File: src/awce_defines.svh
// Offsets, opcodes, field positions and timing of the write command engine
`ifndef AWCE_DEFINES_SVH
`define AWCE_DEFINES_SVH
// ------------------------------------------------------------
// Register byte offsets
// ------------------------------------------------------------
`define AWCE_OFF_CMD 8'h00
`define AWCE_OFF_DEVHD 8'h04
`define AWCE_OFF_ADRH 8'h08
`define AWCE_OFF_ADRM 8'h0C
`define AWCE_OFF_ADRL 8'h10
`define AWCE_OFF_CNT 8'h14
`define AWCE_OFF_FEAT 8'h18
`define AWCE_OFF_STAT 8'h1C
`define AWCE_OFF_ERR 8'h20
`define AWCE_OFF_DATA 8'h24
`define AWCE_OFF_MULT 8'h28
`define AWCE_OFF_IDENT 8'h2C
// ------------------------------------------------------------
// Opcodes and sub-operation codes
// ------------------------------------------------------------
`define AWCE_OP_WR_SEC 8'h30
`define AWCE_OP_WR_SEC_NE 8'h38
`define AWCE_OP_WR_MUL 8'hC5
`define AWCE_OP_WR_MUL_NE 8'hCD
`define AWCE_OP_SMART 8'hB0
`define AWCE_FT_RD_DATA 8'hD0
`define AWCE_FT_RD_THR 8'hD1
`define AWCE_FT_AUTOSAVE 8'hD2
`define AWCE_FT_SAVE 8'hD3
`define AWCE_FT_OFFLINE 8'hD4
`define AWCE_FT_ENABLE 8'hD8
`define AWCE_FT_DISABLE 8'hD9
`define AWCE_FT_STATUS 8'hDA
`define AWCE_SM_OK_LO 8'h4F
`define AWCE_SM_OK_HI 8'hC2
`define AWCE_SM_BAD_LO 8'hF4
`define AWCE_SM_BAD_HI 8'h2C
// ------------------------------------------------------------
// Field positions and values
// ------------------------------------------------------------
`define AWCE_ST_BSY 7
`define AWCE_ST_DRDY 6
`define AWCE_ST_DRQ 3
`define AWCE_ST_ERR 0
`define AWCE_ER_MED 6
`define AWCE_ER_ABRT 2
`define AWCE_MULT_EN 8
`define AWCE_MAX_BLK 8'h01
`define AWCE_LAST_WORD 8'hFF
`define AWCE_FULL_COUNT 9'h100
`define AWCE_ONE_LEFT 9'h001
`define AWCE_HSIZE_WORD 3'b010
// ------------------------------------------------------------
// Timing
// ------------------------------------------------------------
`define AWCE_CLK_NS 50
`define AWCE_BSY_MAX_NS 400
`define AWCE_BSY_MAX_CYC (`AWCE_BSY_MAX_NS / `AWCE_CLK_NS)
`define AWCE_PROG_NS 200
`define AWCE_PROG_CYC ((`AWCE_PROG_NS + `AWCE_CLK_NS - 1) / `AWCE_CLK_NS)
`endif

File: src/awce_pkg.sv
// Types shared by the write command engine
package awce_pkg;
    typedef enum logic [3:0] {
        ST_IDLE = 4'b0001,
        ST_SETUP = 4'b0010,
        ST_XFER = 4'b0100,
        ST_PROG = 4'b1000
    } awce_state_t;

    typedef struct packed {
        logic valid;
        logic write;
        logic hit;
        logic [7:0] addr;
    } awce_ahb_req_t;

    typedef struct packed {
        logic bsy;
        logic drq;
        logic err;
        logic abrt;
        logic mederr;
    } awce_flags_t;
endpackage

File: src/awce_top.sv
// Task-file write command engine behind an AHB-Lite register slave
//
// Function
// - Opcode C5h is block write; busy rises within 400 ns of acceptance.
// - Block write interrupts once per block, not per sector.
// - Data-request qualifies only the start of each block.
// - Count is sectors; whole blocks, then one partial block of the remainder.
// - Block write aborts when block size unset or block writes disabled.
// - Block write error stops at failing sector; no further blocks.
// - Interrupt whenever data-request rises at each block start.
// - After error: address is failing sector, count holds sectors remaining.
// - Only block size one is supported and advertised.
// - Opcode CDh is block write without erase, same protocol.
// - Opcode 30h writes 1 to 256 sectors; zero count means 256.
// - Start address comes from task file, 28-bit logical layout.
// - Sector write: busy, then data-request, no interrupt for first sector.
// - After each sector: busy, no data-request; next ready raises interrupt.
// - After last sector busy holds until completion, then interrupt.
// - Multi-sector error stops at failing sector, address kept.
// - Opcode 38h is sector write without erase, same protocol.
// - Monitoring command picks its sub-operation from the feature code.
// - Unsupported feature code aborts the monitoring command.
// - Return status loads F4h/2Ch when spares low, else 4Fh/C2h.
// - A sector is 512 bytes moved as 16-bit words.
//
// Implementation choices: the AHB-Lite slave port and the register offsets.
`timescale 1ns/1ps
`include "awce_defines.svh"

module awce_top (
    input wire logic clk_sys_i,
    input wire logic reset_n_i,
    input wire logic hsel_i,
    input wire logic [31:0] haddr_i,
    input wire logic [1:0] htrans_i,
    input wire logic hwrite_i,
    input wire logic [2:0] hsize_i,
    input wire logic [31:0] hwdata_i,
    input wire logic hready_i,
    input wire logic media_err_i,
    input wire logic spare_low_i,
    output logic [31:0] hrdata_o,
    output logic hreadyout_o,
    output logic hresp_o,
    output logic intrq_o,
    output logic [15:0] media_wdata_o,
    output logic media_wvalid_o,
    output awce_pkg::awce_flags_t flags_o
);
    import awce_pkg::*;

    localparam int BSY_CYC = `AWCE_BSY_MAX_CYC;

    // ------------------------------------------------------------
    // Decode helpers
    // ------------------------------------------------------------
    function automatic logic is_wr(input logic [7:0] op);
        return (op == `AWCE_OP_WR_SEC) || (op == `AWCE_OP_WR_SEC_NE) ||
               (op == `AWCE_OP_WR_MUL) || (op == `AWCE_OP_WR_MUL_NE);
    endfunction

    function automatic logic is_mul(input logic [7:0] op);
        return (op == `AWCE_OP_WR_MUL) || (op == `AWCE_OP_WR_MUL_NE);
    endfunction

    function automatic logic smart_ok(input logic [7:0] f);
        return (f == `AWCE_FT_RD_DATA) || (f == `AWCE_FT_RD_THR) ||
               (f == `AWCE_FT_AUTOSAVE) || (f == `AWCE_FT_SAVE) ||
               (f == `AWCE_FT_OFFLINE) || (f == `AWCE_FT_ENABLE) ||
               (f == `AWCE_FT_DISABLE) || (f == `AWCE_FT_STATUS);
    endfunction

    function automatic logic [7:0] blk_len(input logic [8:0] rem, input logic [7:0] bl);
        return ({1'b0, bl} < rem) ? bl : rem[7:0];
    endfunction

    // ------------------------------------------------------------
    // Declarations
    // ------------------------------------------------------------
    awce_ahb_req_t req_q;
    awce_state_t state_q;
    awce_flags_t flags_q;
    logic hreadyout_q;
    logic [31:0] hrdata_q;
    logic [31:0] rdata_d;
    logic intrq_q;
    logic [7:0] cmd_q, devhd_q, addrh_q, addrm_q, addrl_q, count_q, feat_q;
    logic [7:0] mult_q;
    logic mult_en_q;
    logic [8:0] rem_q;
    logic [7:0] word_q, xsec_q, psec_q, blklen_q, blkcnt_q;
    logic [3:0] prog_cnt_q;
    logic [15:0] wdata_q;
    logic wvalid_q;
    logic accept, wr_en, rd_cyc, st_rd;
    logic cmd_go, data_wr, sec_in, blk_end, prog_done, sec_ok, sec_bad;
    logic last_sec, adv_addr, smart_ld, setup_abort, wr_start, idle;
    logic [27:0] lba;

    // ------------------------------------------------------------
    // AHB-Lite slave
    // ------------------------------------------------------------
    assign accept = hsel_i & htrans_i[1] & hready_i;
    assign wr_en = req_q.valid & req_q.write & req_q.hit;
    assign rd_cyc = req_q.valid & ~req_q.write & ~hreadyout_q;
    assign st_rd = rd_cyc & req_q.hit & (req_q.addr == `AWCE_OFF_STAT);

    always_ff @(posedge clk_sys_i or negedge reset_n_i) begin
        if (!reset_n_i) begin
            req_q <= '0;
        end else if (hready_i) begin
            req_q.valid <= accept;
            req_q.write <= hwrite_i;
            req_q.hit <= (haddr_i[31:8] == 24'h000000) && (hsize_i == `AWCE_HSIZE_WORD);
            req_q.addr <= haddr_i[7:0];
        end
    end

    // Reads take one wait state so read data comes from a flop
    always_ff @(posedge clk_sys_i or negedge reset_n_i) begin
        if (!reset_n_i) begin
            hreadyout_q <= 1'b1;
        end else if (accept && !hwrite_i) begin
            hreadyout_q <= 1'b0;
        end else if (!hreadyout_q) begin
            hreadyout_q <= 1'b1;
        end
    end

    always_comb begin
        rdata_d = 32'h00000000;
        if (req_q.hit) begin
            case (req_q.addr)
                `AWCE_OFF_DEVHD: rdata_d[7:0] = devhd_q;
                `AWCE_OFF_ADRH: rdata_d[7:0] = addrh_q;
                `AWCE_OFF_ADRM: rdata_d[7:0] = addrm_q;
                `AWCE_OFF_ADRL: rdata_d[7:0] = addrl_q;
                `AWCE_OFF_CNT: rdata_d[7:0] = count_q;
                `AWCE_OFF_STAT: begin
                    rdata_d[`AWCE_ST_BSY] = flags_q.bsy;
                    rdata_d[`AWCE_ST_DRDY] = ~flags_q.bsy;
                    rdata_d[`AWCE_ST_DRQ] = flags_q.drq;
                    rdata_d[`AWCE_ST_ERR] = flags_q.err;
                end
                `AWCE_OFF_ERR: begin
                    rdata_d[`AWCE_ER_MED] = flags_q.mederr;
                    rdata_d[`AWCE_ER_ABRT] = flags_q.abrt;
                end
                `AWCE_OFF_MULT: rdata_d[`AWCE_MULT_EN:0] = {mult_en_q, mult_q};
                `AWCE_OFF_IDENT: rdata_d[7:0] = `AWCE_MAX_BLK;
                default: rdata_d = 32'h00000000;
            endcase
        end
    end

    always_ff @(posedge clk_sys_i or negedge reset_n_i) begin
        if (!reset_n_i) begin
            hrdata_q <= 32'h00000000;
        end else if (rd_cyc) begin
            hrdata_q <= rdata_d;
        end
    end

    // ------------------------------------------------------------
    // Engine strobes
    // ------------------------------------------------------------
    assign idle = (state_q == ST_IDLE);
    assign cmd_go = wr_en & idle & (req_q.addr == `AWCE_OFF_CMD);
    assign data_wr = wr_en & flags_q.drq & (req_q.addr == `AWCE_OFF_DATA);
    assign sec_in = data_wr & (word_q == `AWCE_LAST_WORD);
    assign blk_end = sec_in & ((xsec_q + 8'h01) == blkcnt_q);
    assign prog_done = (state_q == ST_PROG) & (prog_cnt_q == 4'(`AWCE_PROG_CYC - 1));
    assign sec_ok = prog_done & ~media_err_i;
    assign sec_bad = prog_done & media_err_i;
    assign last_sec = (rem_q == `AWCE_ONE_LEFT);
    assign adv_addr = sec_ok & ~last_sec;
    assign smart_ld = (state_q == ST_SETUP) & (cmd_q == `AWCE_OP_SMART) &
                      (feat_q == `AWCE_FT_STATUS);
    assign lba = {devhd_q[3:0], addrh_q, addrm_q, addrl_q} + 28'h0000001;

    always_comb begin
        setup_abort = 1'b0;
        if (state_q == ST_SETUP) begin
            if (is_wr(cmd_q)) begin
                setup_abort = is_mul(cmd_q) & (~mult_en_q | (mult_q == 8'h00));
            end else if (cmd_q == `AWCE_OP_SMART) begin
                setup_abort = ~smart_ok(feat_q);
            end else begin
                setup_abort = 1'b1;
            end
        end
    end

    assign wr_start = (state_q == ST_SETUP) & is_wr(cmd_q) & ~setup_abort;

    // ------------------------------------------------------------
    // Task file
    // ------------------------------------------------------------
    always_ff @(posedge clk_sys_i or negedge reset_n_i) begin
        if (!reset_n_i) begin
            cmd_q <= 8'h00;
            devhd_q <= 8'h00;
            addrh_q <= 8'h00;
            addrm_q <= 8'h00;
            addrl_q <= 8'h00;
            count_q <= 8'h00;
            feat_q <= 8'h00;
            mult_q <= 8'h00;
            mult_en_q <= 1'b0;
        end else if (wr_en && idle) begin
            case (req_q.addr)
                `AWCE_OFF_CMD: cmd_q <= hwdata_i[7:0];
                `AWCE_OFF_DEVHD: devhd_q <= hwdata_i[7:0];
                `AWCE_OFF_ADRH: addrh_q <= hwdata_i[7:0];
                `AWCE_OFF_ADRM: addrm_q <= hwdata_i[7:0];
                `AWCE_OFF_ADRL: addrl_q <= hwdata_i[7:0];
                `AWCE_OFF_CNT: count_q <= hwdata_i[7:0];
                `AWCE_OFF_FEAT: feat_q <= hwdata_i[7:0];
                `AWCE_OFF_MULT: begin
                    // Unsupported sizes leave block writes unset
                    mult_q <= (hwdata_i[7:0] <= `AWCE_MAX_BLK) ? hwdata_i[7:0] : 8'h00;
                    mult_en_q <= hwdata_i[`AWCE_MULT_EN];
                end
                default: cmd_q <= cmd_q;
            endcase
        end else if (smart_ld) begin
            addrm_q <= spare_low_i ? `AWCE_SM_BAD_LO : `AWCE_SM_OK_LO;
            addrh_q <= spare_low_i ? `AWCE_SM_BAD_HI : `AWCE_SM_OK_HI;
        end else if (sec_ok) begin
            count_q <= count_q - 8'h01;
            if (adv_addr) begin
                {devhd_q[3:0], addrh_q, addrm_q, addrl_q} <= lba;
            end
        end
    end

    // ------------------------------------------------------------
    // Command sequencer
    // ------------------------------------------------------------
    always_ff @(posedge clk_sys_i or negedge reset_n_i) begin
        if (!reset_n_i) begin
            state_q <= ST_IDLE;
        end else begin
            case (state_q)
                ST_IDLE: begin
                    if (cmd_go) begin
                        state_q <= ST_SETUP;
                    end
                end
                ST_SETUP: begin
                    state_q <= wr_start ? ST_XFER : ST_IDLE;
                end
                ST_XFER: begin
                    if (blk_end) begin
                        state_q <= ST_PROG;
                    end
                end
                ST_PROG: begin
                    if (sec_bad || (sec_ok && last_sec)) begin
                        state_q <= ST_IDLE;
                    end else if (sec_ok && psec_q == 8'h01) begin
                        state_q <= ST_XFER;
                    end
                end
                default: state_q <= ST_IDLE;
            endcase
        end
    end

    // ------------------------------------------------------------
    // Status flags
    // ------------------------------------------------------------
    always_ff @(posedge clk_sys_i or negedge reset_n_i) begin
        if (!reset_n_i) begin
            flags_q <= '0;
        end else if (cmd_go) begin
            flags_q <= '0;
            flags_q.bsy <= 1'b1;
        end else if (setup_abort) begin
            flags_q.bsy <= 1'b0;
            flags_q.err <= 1'b1;
            flags_q.abrt <= 1'b1;
        end else if (state_q == ST_SETUP) begin
            flags_q.bsy <= 1'b0;
            flags_q.drq <= wr_start;
        end else if (blk_end) begin
            flags_q.bsy <= 1'b1;
            flags_q.drq <= 1'b0;
        end else if (sec_bad) begin
            flags_q.bsy <= 1'b0;
            flags_q.err <= 1'b1;
            flags_q.mederr <= 1'b1;
        end else if (sec_ok && last_sec) begin
            flags_q.bsy <= 1'b0;
        end else if (sec_ok && psec_q == 8'h01) begin
            flags_q.bsy <= 1'b0;
            flags_q.drq <= 1'b1;
        end
    end

    // Set wins over the clear from a status read
    always_ff @(posedge clk_sys_i or negedge reset_n_i) begin
        if (!reset_n_i) begin
            intrq_q <= 1'b0;
        end else if (setup_abort || (state_q == ST_SETUP && cmd_q == `AWCE_OP_SMART)) begin
            intrq_q <= 1'b1;
        end else if (wr_start) begin
            intrq_q <= is_mul(cmd_q);
        end else if (sec_bad || (sec_ok && (last_sec || psec_q == 8'h01))) begin
            intrq_q <= 1'b1;
        end else if (cmd_go || st_rd) begin
            intrq_q <= 1'b0;
        end
    end

    // ------------------------------------------------------------
    // Sector and block counters
    // ------------------------------------------------------------
    always_ff @(posedge clk_sys_i or negedge reset_n_i) begin
        if (!reset_n_i) begin
            rem_q <= 9'h000;
            blklen_q <= 8'h00;
            blkcnt_q <= 8'h00;
            xsec_q <= 8'h00;
            psec_q <= 8'h00;
            word_q <= 8'h00;
            prog_cnt_q <= 4'h0;
        end else if (wr_start) begin
            rem_q <= (count_q == 8'h00) ? `AWCE_FULL_COUNT : {1'b0, count_q};
            blklen_q <= is_mul(cmd_q) ? mult_q : `AWCE_MAX_BLK;
            blkcnt_q <= blk_len((count_q == 8'h00) ? `AWCE_FULL_COUNT : {1'b0, count_q},
                                is_mul(cmd_q) ? mult_q : `AWCE_MAX_BLK);
            xsec_q <= 8'h00;
            word_q <= 8'h00;
        end else if (data_wr) begin
            word_q <= word_q + 8'h01;
            if (blk_end) begin
                xsec_q <= 8'h00;
                psec_q <= blkcnt_q;
                prog_cnt_q <= 4'h0;
            end else if (sec_in) begin
                xsec_q <= xsec_q + 8'h01;
            end
        end else if (state_q == ST_PROG) begin
            prog_cnt_q <= prog_done ? 4'h0 : prog_cnt_q + 4'h1;
            if (sec_ok) begin
                rem_q <= rem_q - 9'h001;
                psec_q <= psec_q - 8'h01;
                if (psec_q == 8'h01) begin
                    blkcnt_q <= blk_len(rem_q - 9'h001, blklen_q);
                end
            end
        end
    end

    // ------------------------------------------------------------
    // Media write port
    // ------------------------------------------------------------
    always_ff @(posedge clk_sys_i or negedge reset_n_i) begin
        if (!reset_n_i) begin
            wdata_q <= 16'h0000;
            wvalid_q <= 1'b0;
        end else begin
            wvalid_q <= data_wr;
            if (data_wr) begin
                wdata_q <= hwdata_i[15:0];
            end
        end
    end

    assign hrdata_o = hrdata_q;
    assign hreadyout_o = hreadyout_q;
    assign hresp_o = 1'b0;
    assign intrq_o = intrq_q;
    assign media_wdata_o = wdata_q;
    assign media_wvalid_o = wvalid_q;
    assign flags_o = flags_q;
endmodule

File: config.mk
export PLATFORM = sky130hd
export DESIGN_NAME = awce_top
export DESIGN_NICKNAME = d
export VERILOG_FILES = /design/src/awce_pkg.sv /design/src/awce_top.sv
export VERILOG_INCLUDE_DIRS = /design/src
export SDC_FILE = /design/constraint.sdc
export NUM_CORES = 1
export LEC_CHECK = 0
export ABC_AREA = 1
export BUFFER_PORTS_ARGS = -buffer_cell sky130_fd_sc_hd__buf_2
export CAP_MARGIN = 30
export CELL_PAD_IN_SITES_DETAIL_PLACEMENT = 1
export CELL_PAD_IN_SITES_GLOBAL_PLACEMENT = 2
export CORE_MARGIN = 8
export CORE_UTILIZATION = 30
export DETAILED_ROUTE_END_ITERATION = 10
export PLACE_DENSITY_LB_ADDON = 0.1
export SLEW_MARGIN = 20
export SYNTH_ARGS = -nofsm -noshare
export SYNTH_HDL_FRONTEND = slang
export SYNTH_SLANG_ARGS = --single-unit
File: constraint.sdc
create_clock -name clk_sys_i -period 2.6 [get_ports clk_sys_i]
set_clock_uncertainty 0.05 [all_clocks]
set_input_delay 0.26 -clock clk_sys_i [delete_from_list [all_inputs] [get_ports clk_sys_i]]
set_output_delay 0.26 -clock clk_sys_i [all_outputs]
set_load 0.005 [all_outputs]
==> metrics.csv <==
stage;metric;value;unit
run_status;status;finished, final reports clean;
clock_tree;htree_levels;4;
die;die_h;200;µm
clock_tree;cts_tree;yes;
grt;overflow;0;
timing;slew_headroom;0.599;
critical_path;cp_max_fo;8;
pwr;finalPower;5.58;mW
min_path;holdPathStages;3;
pwr;p_leak;6.35;nW
synthesis;syn_area;10100;µm²
synthesis;synth_top_cell_by_area;dfrtp_1;
pwr;powerDensity;447;nW/µm²
cells_and_area;final_cells;2018;
job;drv_cap;0;
clock_tree;cts_buffers;17;
detailed_routing;avgViaCountPerCell;4.89;
cells_and_area;drive_above_1_share;0.173;
die;row_count;67;
min_path;hold_path_class;in -> reg;
detailed_routing;initialDrtViolationCount;417;
synthesis;synthArstFlopShare;1.00;
critical_path;crit_type;reg -> reg;
placed_design;dpl.cell_count;1959;
die;initial_core_util;0.303;
cells_and_area;post-route-util;0.374;
timing;fin_crit;2.50;ns
placed_design;place_area;11500;µm²
cells_and_area;final_area;12500;µm²
timing;fin_crit_sh;0.963;
clock_tree;clockRootBuffer;clkbuf_16;
timing;final-hold-violation-count;0;
synthesis;synth_cell_type_count;54;
die;pin_count;133;
clock_tree;clock-sinks;166;
detailed_routing;num_vias;9858;
grt;grt_max_degree;56;
die;dieArea;39900;µm²
clock_tree;clk_pin_slew;0.08;ns
synthesis;synthFlopType;dfrtp_1;
detailed_routing;routed_wirelength;38100;µm
synthesis;netlist.area_leader.share;0.405;
cells_and_area;nets;1657;
timing;worst_pin_slew;0.601;ns
grt;grt_pass1_vias;10600;
cells_and_area;area_delta_synth_final;23.1;%
critical_path;cp-start-kind;register;
detailed_routing;drc;0;
timing;rsz0062_at_grt;true;
detailed_routing;detail_route.first_pass.iterations;6;
critical_path;worst_ep_arrival_time;2.81;ns
timing;fin_tns_setup;0;ns
synthesis;ys_top_cells_by_area;dfrtp_1 41%, nand2_1 14%, inv_1 6.0%;
synthesis;ys_ff_latch;166;
clock_tree;cts_buffer_depth;2;
timing;holdWs;0.0250;ns
timing;drv_slew;0;
placed_design;dp_hpwl;29800;µm
critical_path;endpoint_kind;register;
synthesis;ys_warn_count;0;
placed_design;finalWeightedCongestion;0.845;
critical_path;rr_worst_depth;17;
synthesis;synthCells;1375;
synthesis;synth_seq_area_share;0.411;
die;design.core.area;33400;µm²
die;die-width;200;µm
grt;antenna_found_initial;0;
grt;groute.usage.overall;0.198;
pwr;max-vdd-ir-drop;461;µV
synthesis;syn_avg_cell_area;7.36;µm²
synthesis;synth_commonest_cells;367 x nand2_1, 164 x dfrtp_1, 162 x inv_1, 136 x nor2_1, 100 x o21ai_0;
placed_design;io_buffers;91;
clock_tree;clock_latency;0.46;ns
grt;grt_pass1_wl;60800;µm
placed_design;place_ws;0.0424;ns
detailed_routing;avgRoutedWirePerCell;18.9;µm
cells_and_area;diodes;0;
timing;worst_slack;0.0964;ns
synthesis;yosysMostFrequentCell;nand2_1;
synthesis;synth_edf_count;0;
critical_path;worstPathRequired;2.90;ns
timing;finalSetupViolCount;0;
timing;max_freq;0.399;GHz
detailed_routing;drtAntennaViolNets;0;
==> per-layer routing <==
layer  part of all wire  wire (µm)  vias up  track usage
met4              0.015        585        0       0.0488
met3              0.021        795       32       0.0320
met5                  0          0        -            0
li1                   -          -     4847            -
met1               0.47      17900     4879        0.261
met2               0.49      18800      100        0.336
==> sequential cells by signal, indices dropped and copies added (netlist names), 9 cells and up <==
| name | flops |
|---|---|
| media_wdata_o | 16 |
| req_q | 11 |
| hrdata_o | 9 |
| rem_q | 9 |
==> cells by family (layout without fill, tap and decap cells) <==
logic type	after synthesis	in the layout	synth area share
AOI/OAI and AO/OA	201	201	0.115
xor gates and xnor gates	30	30	0.0273
adders and majority gates	24	24	0.0297
buffers and inverters	220	392	0.0935
DFF	166	166	0.411
other	1	24	0.000370
and+or+nand+nor	733	733	0.323
==> what timing repair did <==
item / in CTS / in global routing
hold buffers: 20 / 0
buffers inserted: 1 / 6
endpoints found under the hold margin: 71 / 0
pin swaps: 0 / 16
setup endpoints to repair: 3 / 24
gates resized for setup: 0 / 32
==> power by group <==
group          internal, mW  switching, mW
logic                 0.107          0.191
registers              2.60         0.0169
clock network          1.31           1.36
==> cell type report <==
class | count | area, µm²
clock buffers | 17 | 425
clock inverters | 15 | 174
fillers | 4219 | 20900
inverters | 172 | 648
multi-input cells | 1012 | 5220
flip-flops and latches | 166 | 4160
well taps | 448 | 561
repair buffers | 188 | 1280
==> cells in the final DEF, fill, tap and decap left out, types with 17 or more instances in the layout <==
master | netlist | routed
conb_1 | 1 | 24
clkbuf_16 | 0 | 17
nor3_1 | 24 | 23
nand4_1 | 33 | 33
nor4_1 | 20 | 20
ha_1 | 24 | 22
dlygate4sd3_1 | 0 | 20
buf_2 | 7 | 90
nand2_1 | 367 | 363
xor2_1 | 21 | 20
nand3_1 | 99 | 96
inv_1 | 162 | 160
a21oi_1 | 33 | 31
dfrtp_1 | 164 | 164
o21ai_0 | 100 | 100
o22ai_1 | 23 | 23
nor2_1 | 136 | 130
buf_4 | 26 | 72
==> path summary, 6_finish.rpt <==
path / from / endpoint / slack (ns)
setup / recovery: rem_q[1] / blkcnt_q[7] / 0.1
hold / removal: hsel_i / req_q[10] / 0.02
setup reg to reg: rem_q[1] / blkcnt_q[7] / 0.1
hold reg to reg: media_wdata_o[14] / media_wdata_o[14] / 0.43
max in group asynchronous: reset_n_i / state_q[0] / 1.37
min in group asynchronous: reset_n_i / addrh_q[5] / 0.26
==> worst max-delay path: stages, from the launching register on <==
cell and delay (ns):
dfrtp_1 0.40, inv_2 0.10, ha_4 0.15, nand2_2 0.06, nor2_4 0.15, nand2_2 0.09, xor2_2 0.16, ha_1 0.32
a21o_1 0.16, nand4_1 0.10, nand2_2 0.08, nor2_4 0.12, buf_6 0.16, nand3_1 0.08, nand3_1 0.09, nand2_1 0.05
nand2_1 0.06, nand2_1 0.05
Note: power is estimated with default switching activity, not from simulation.
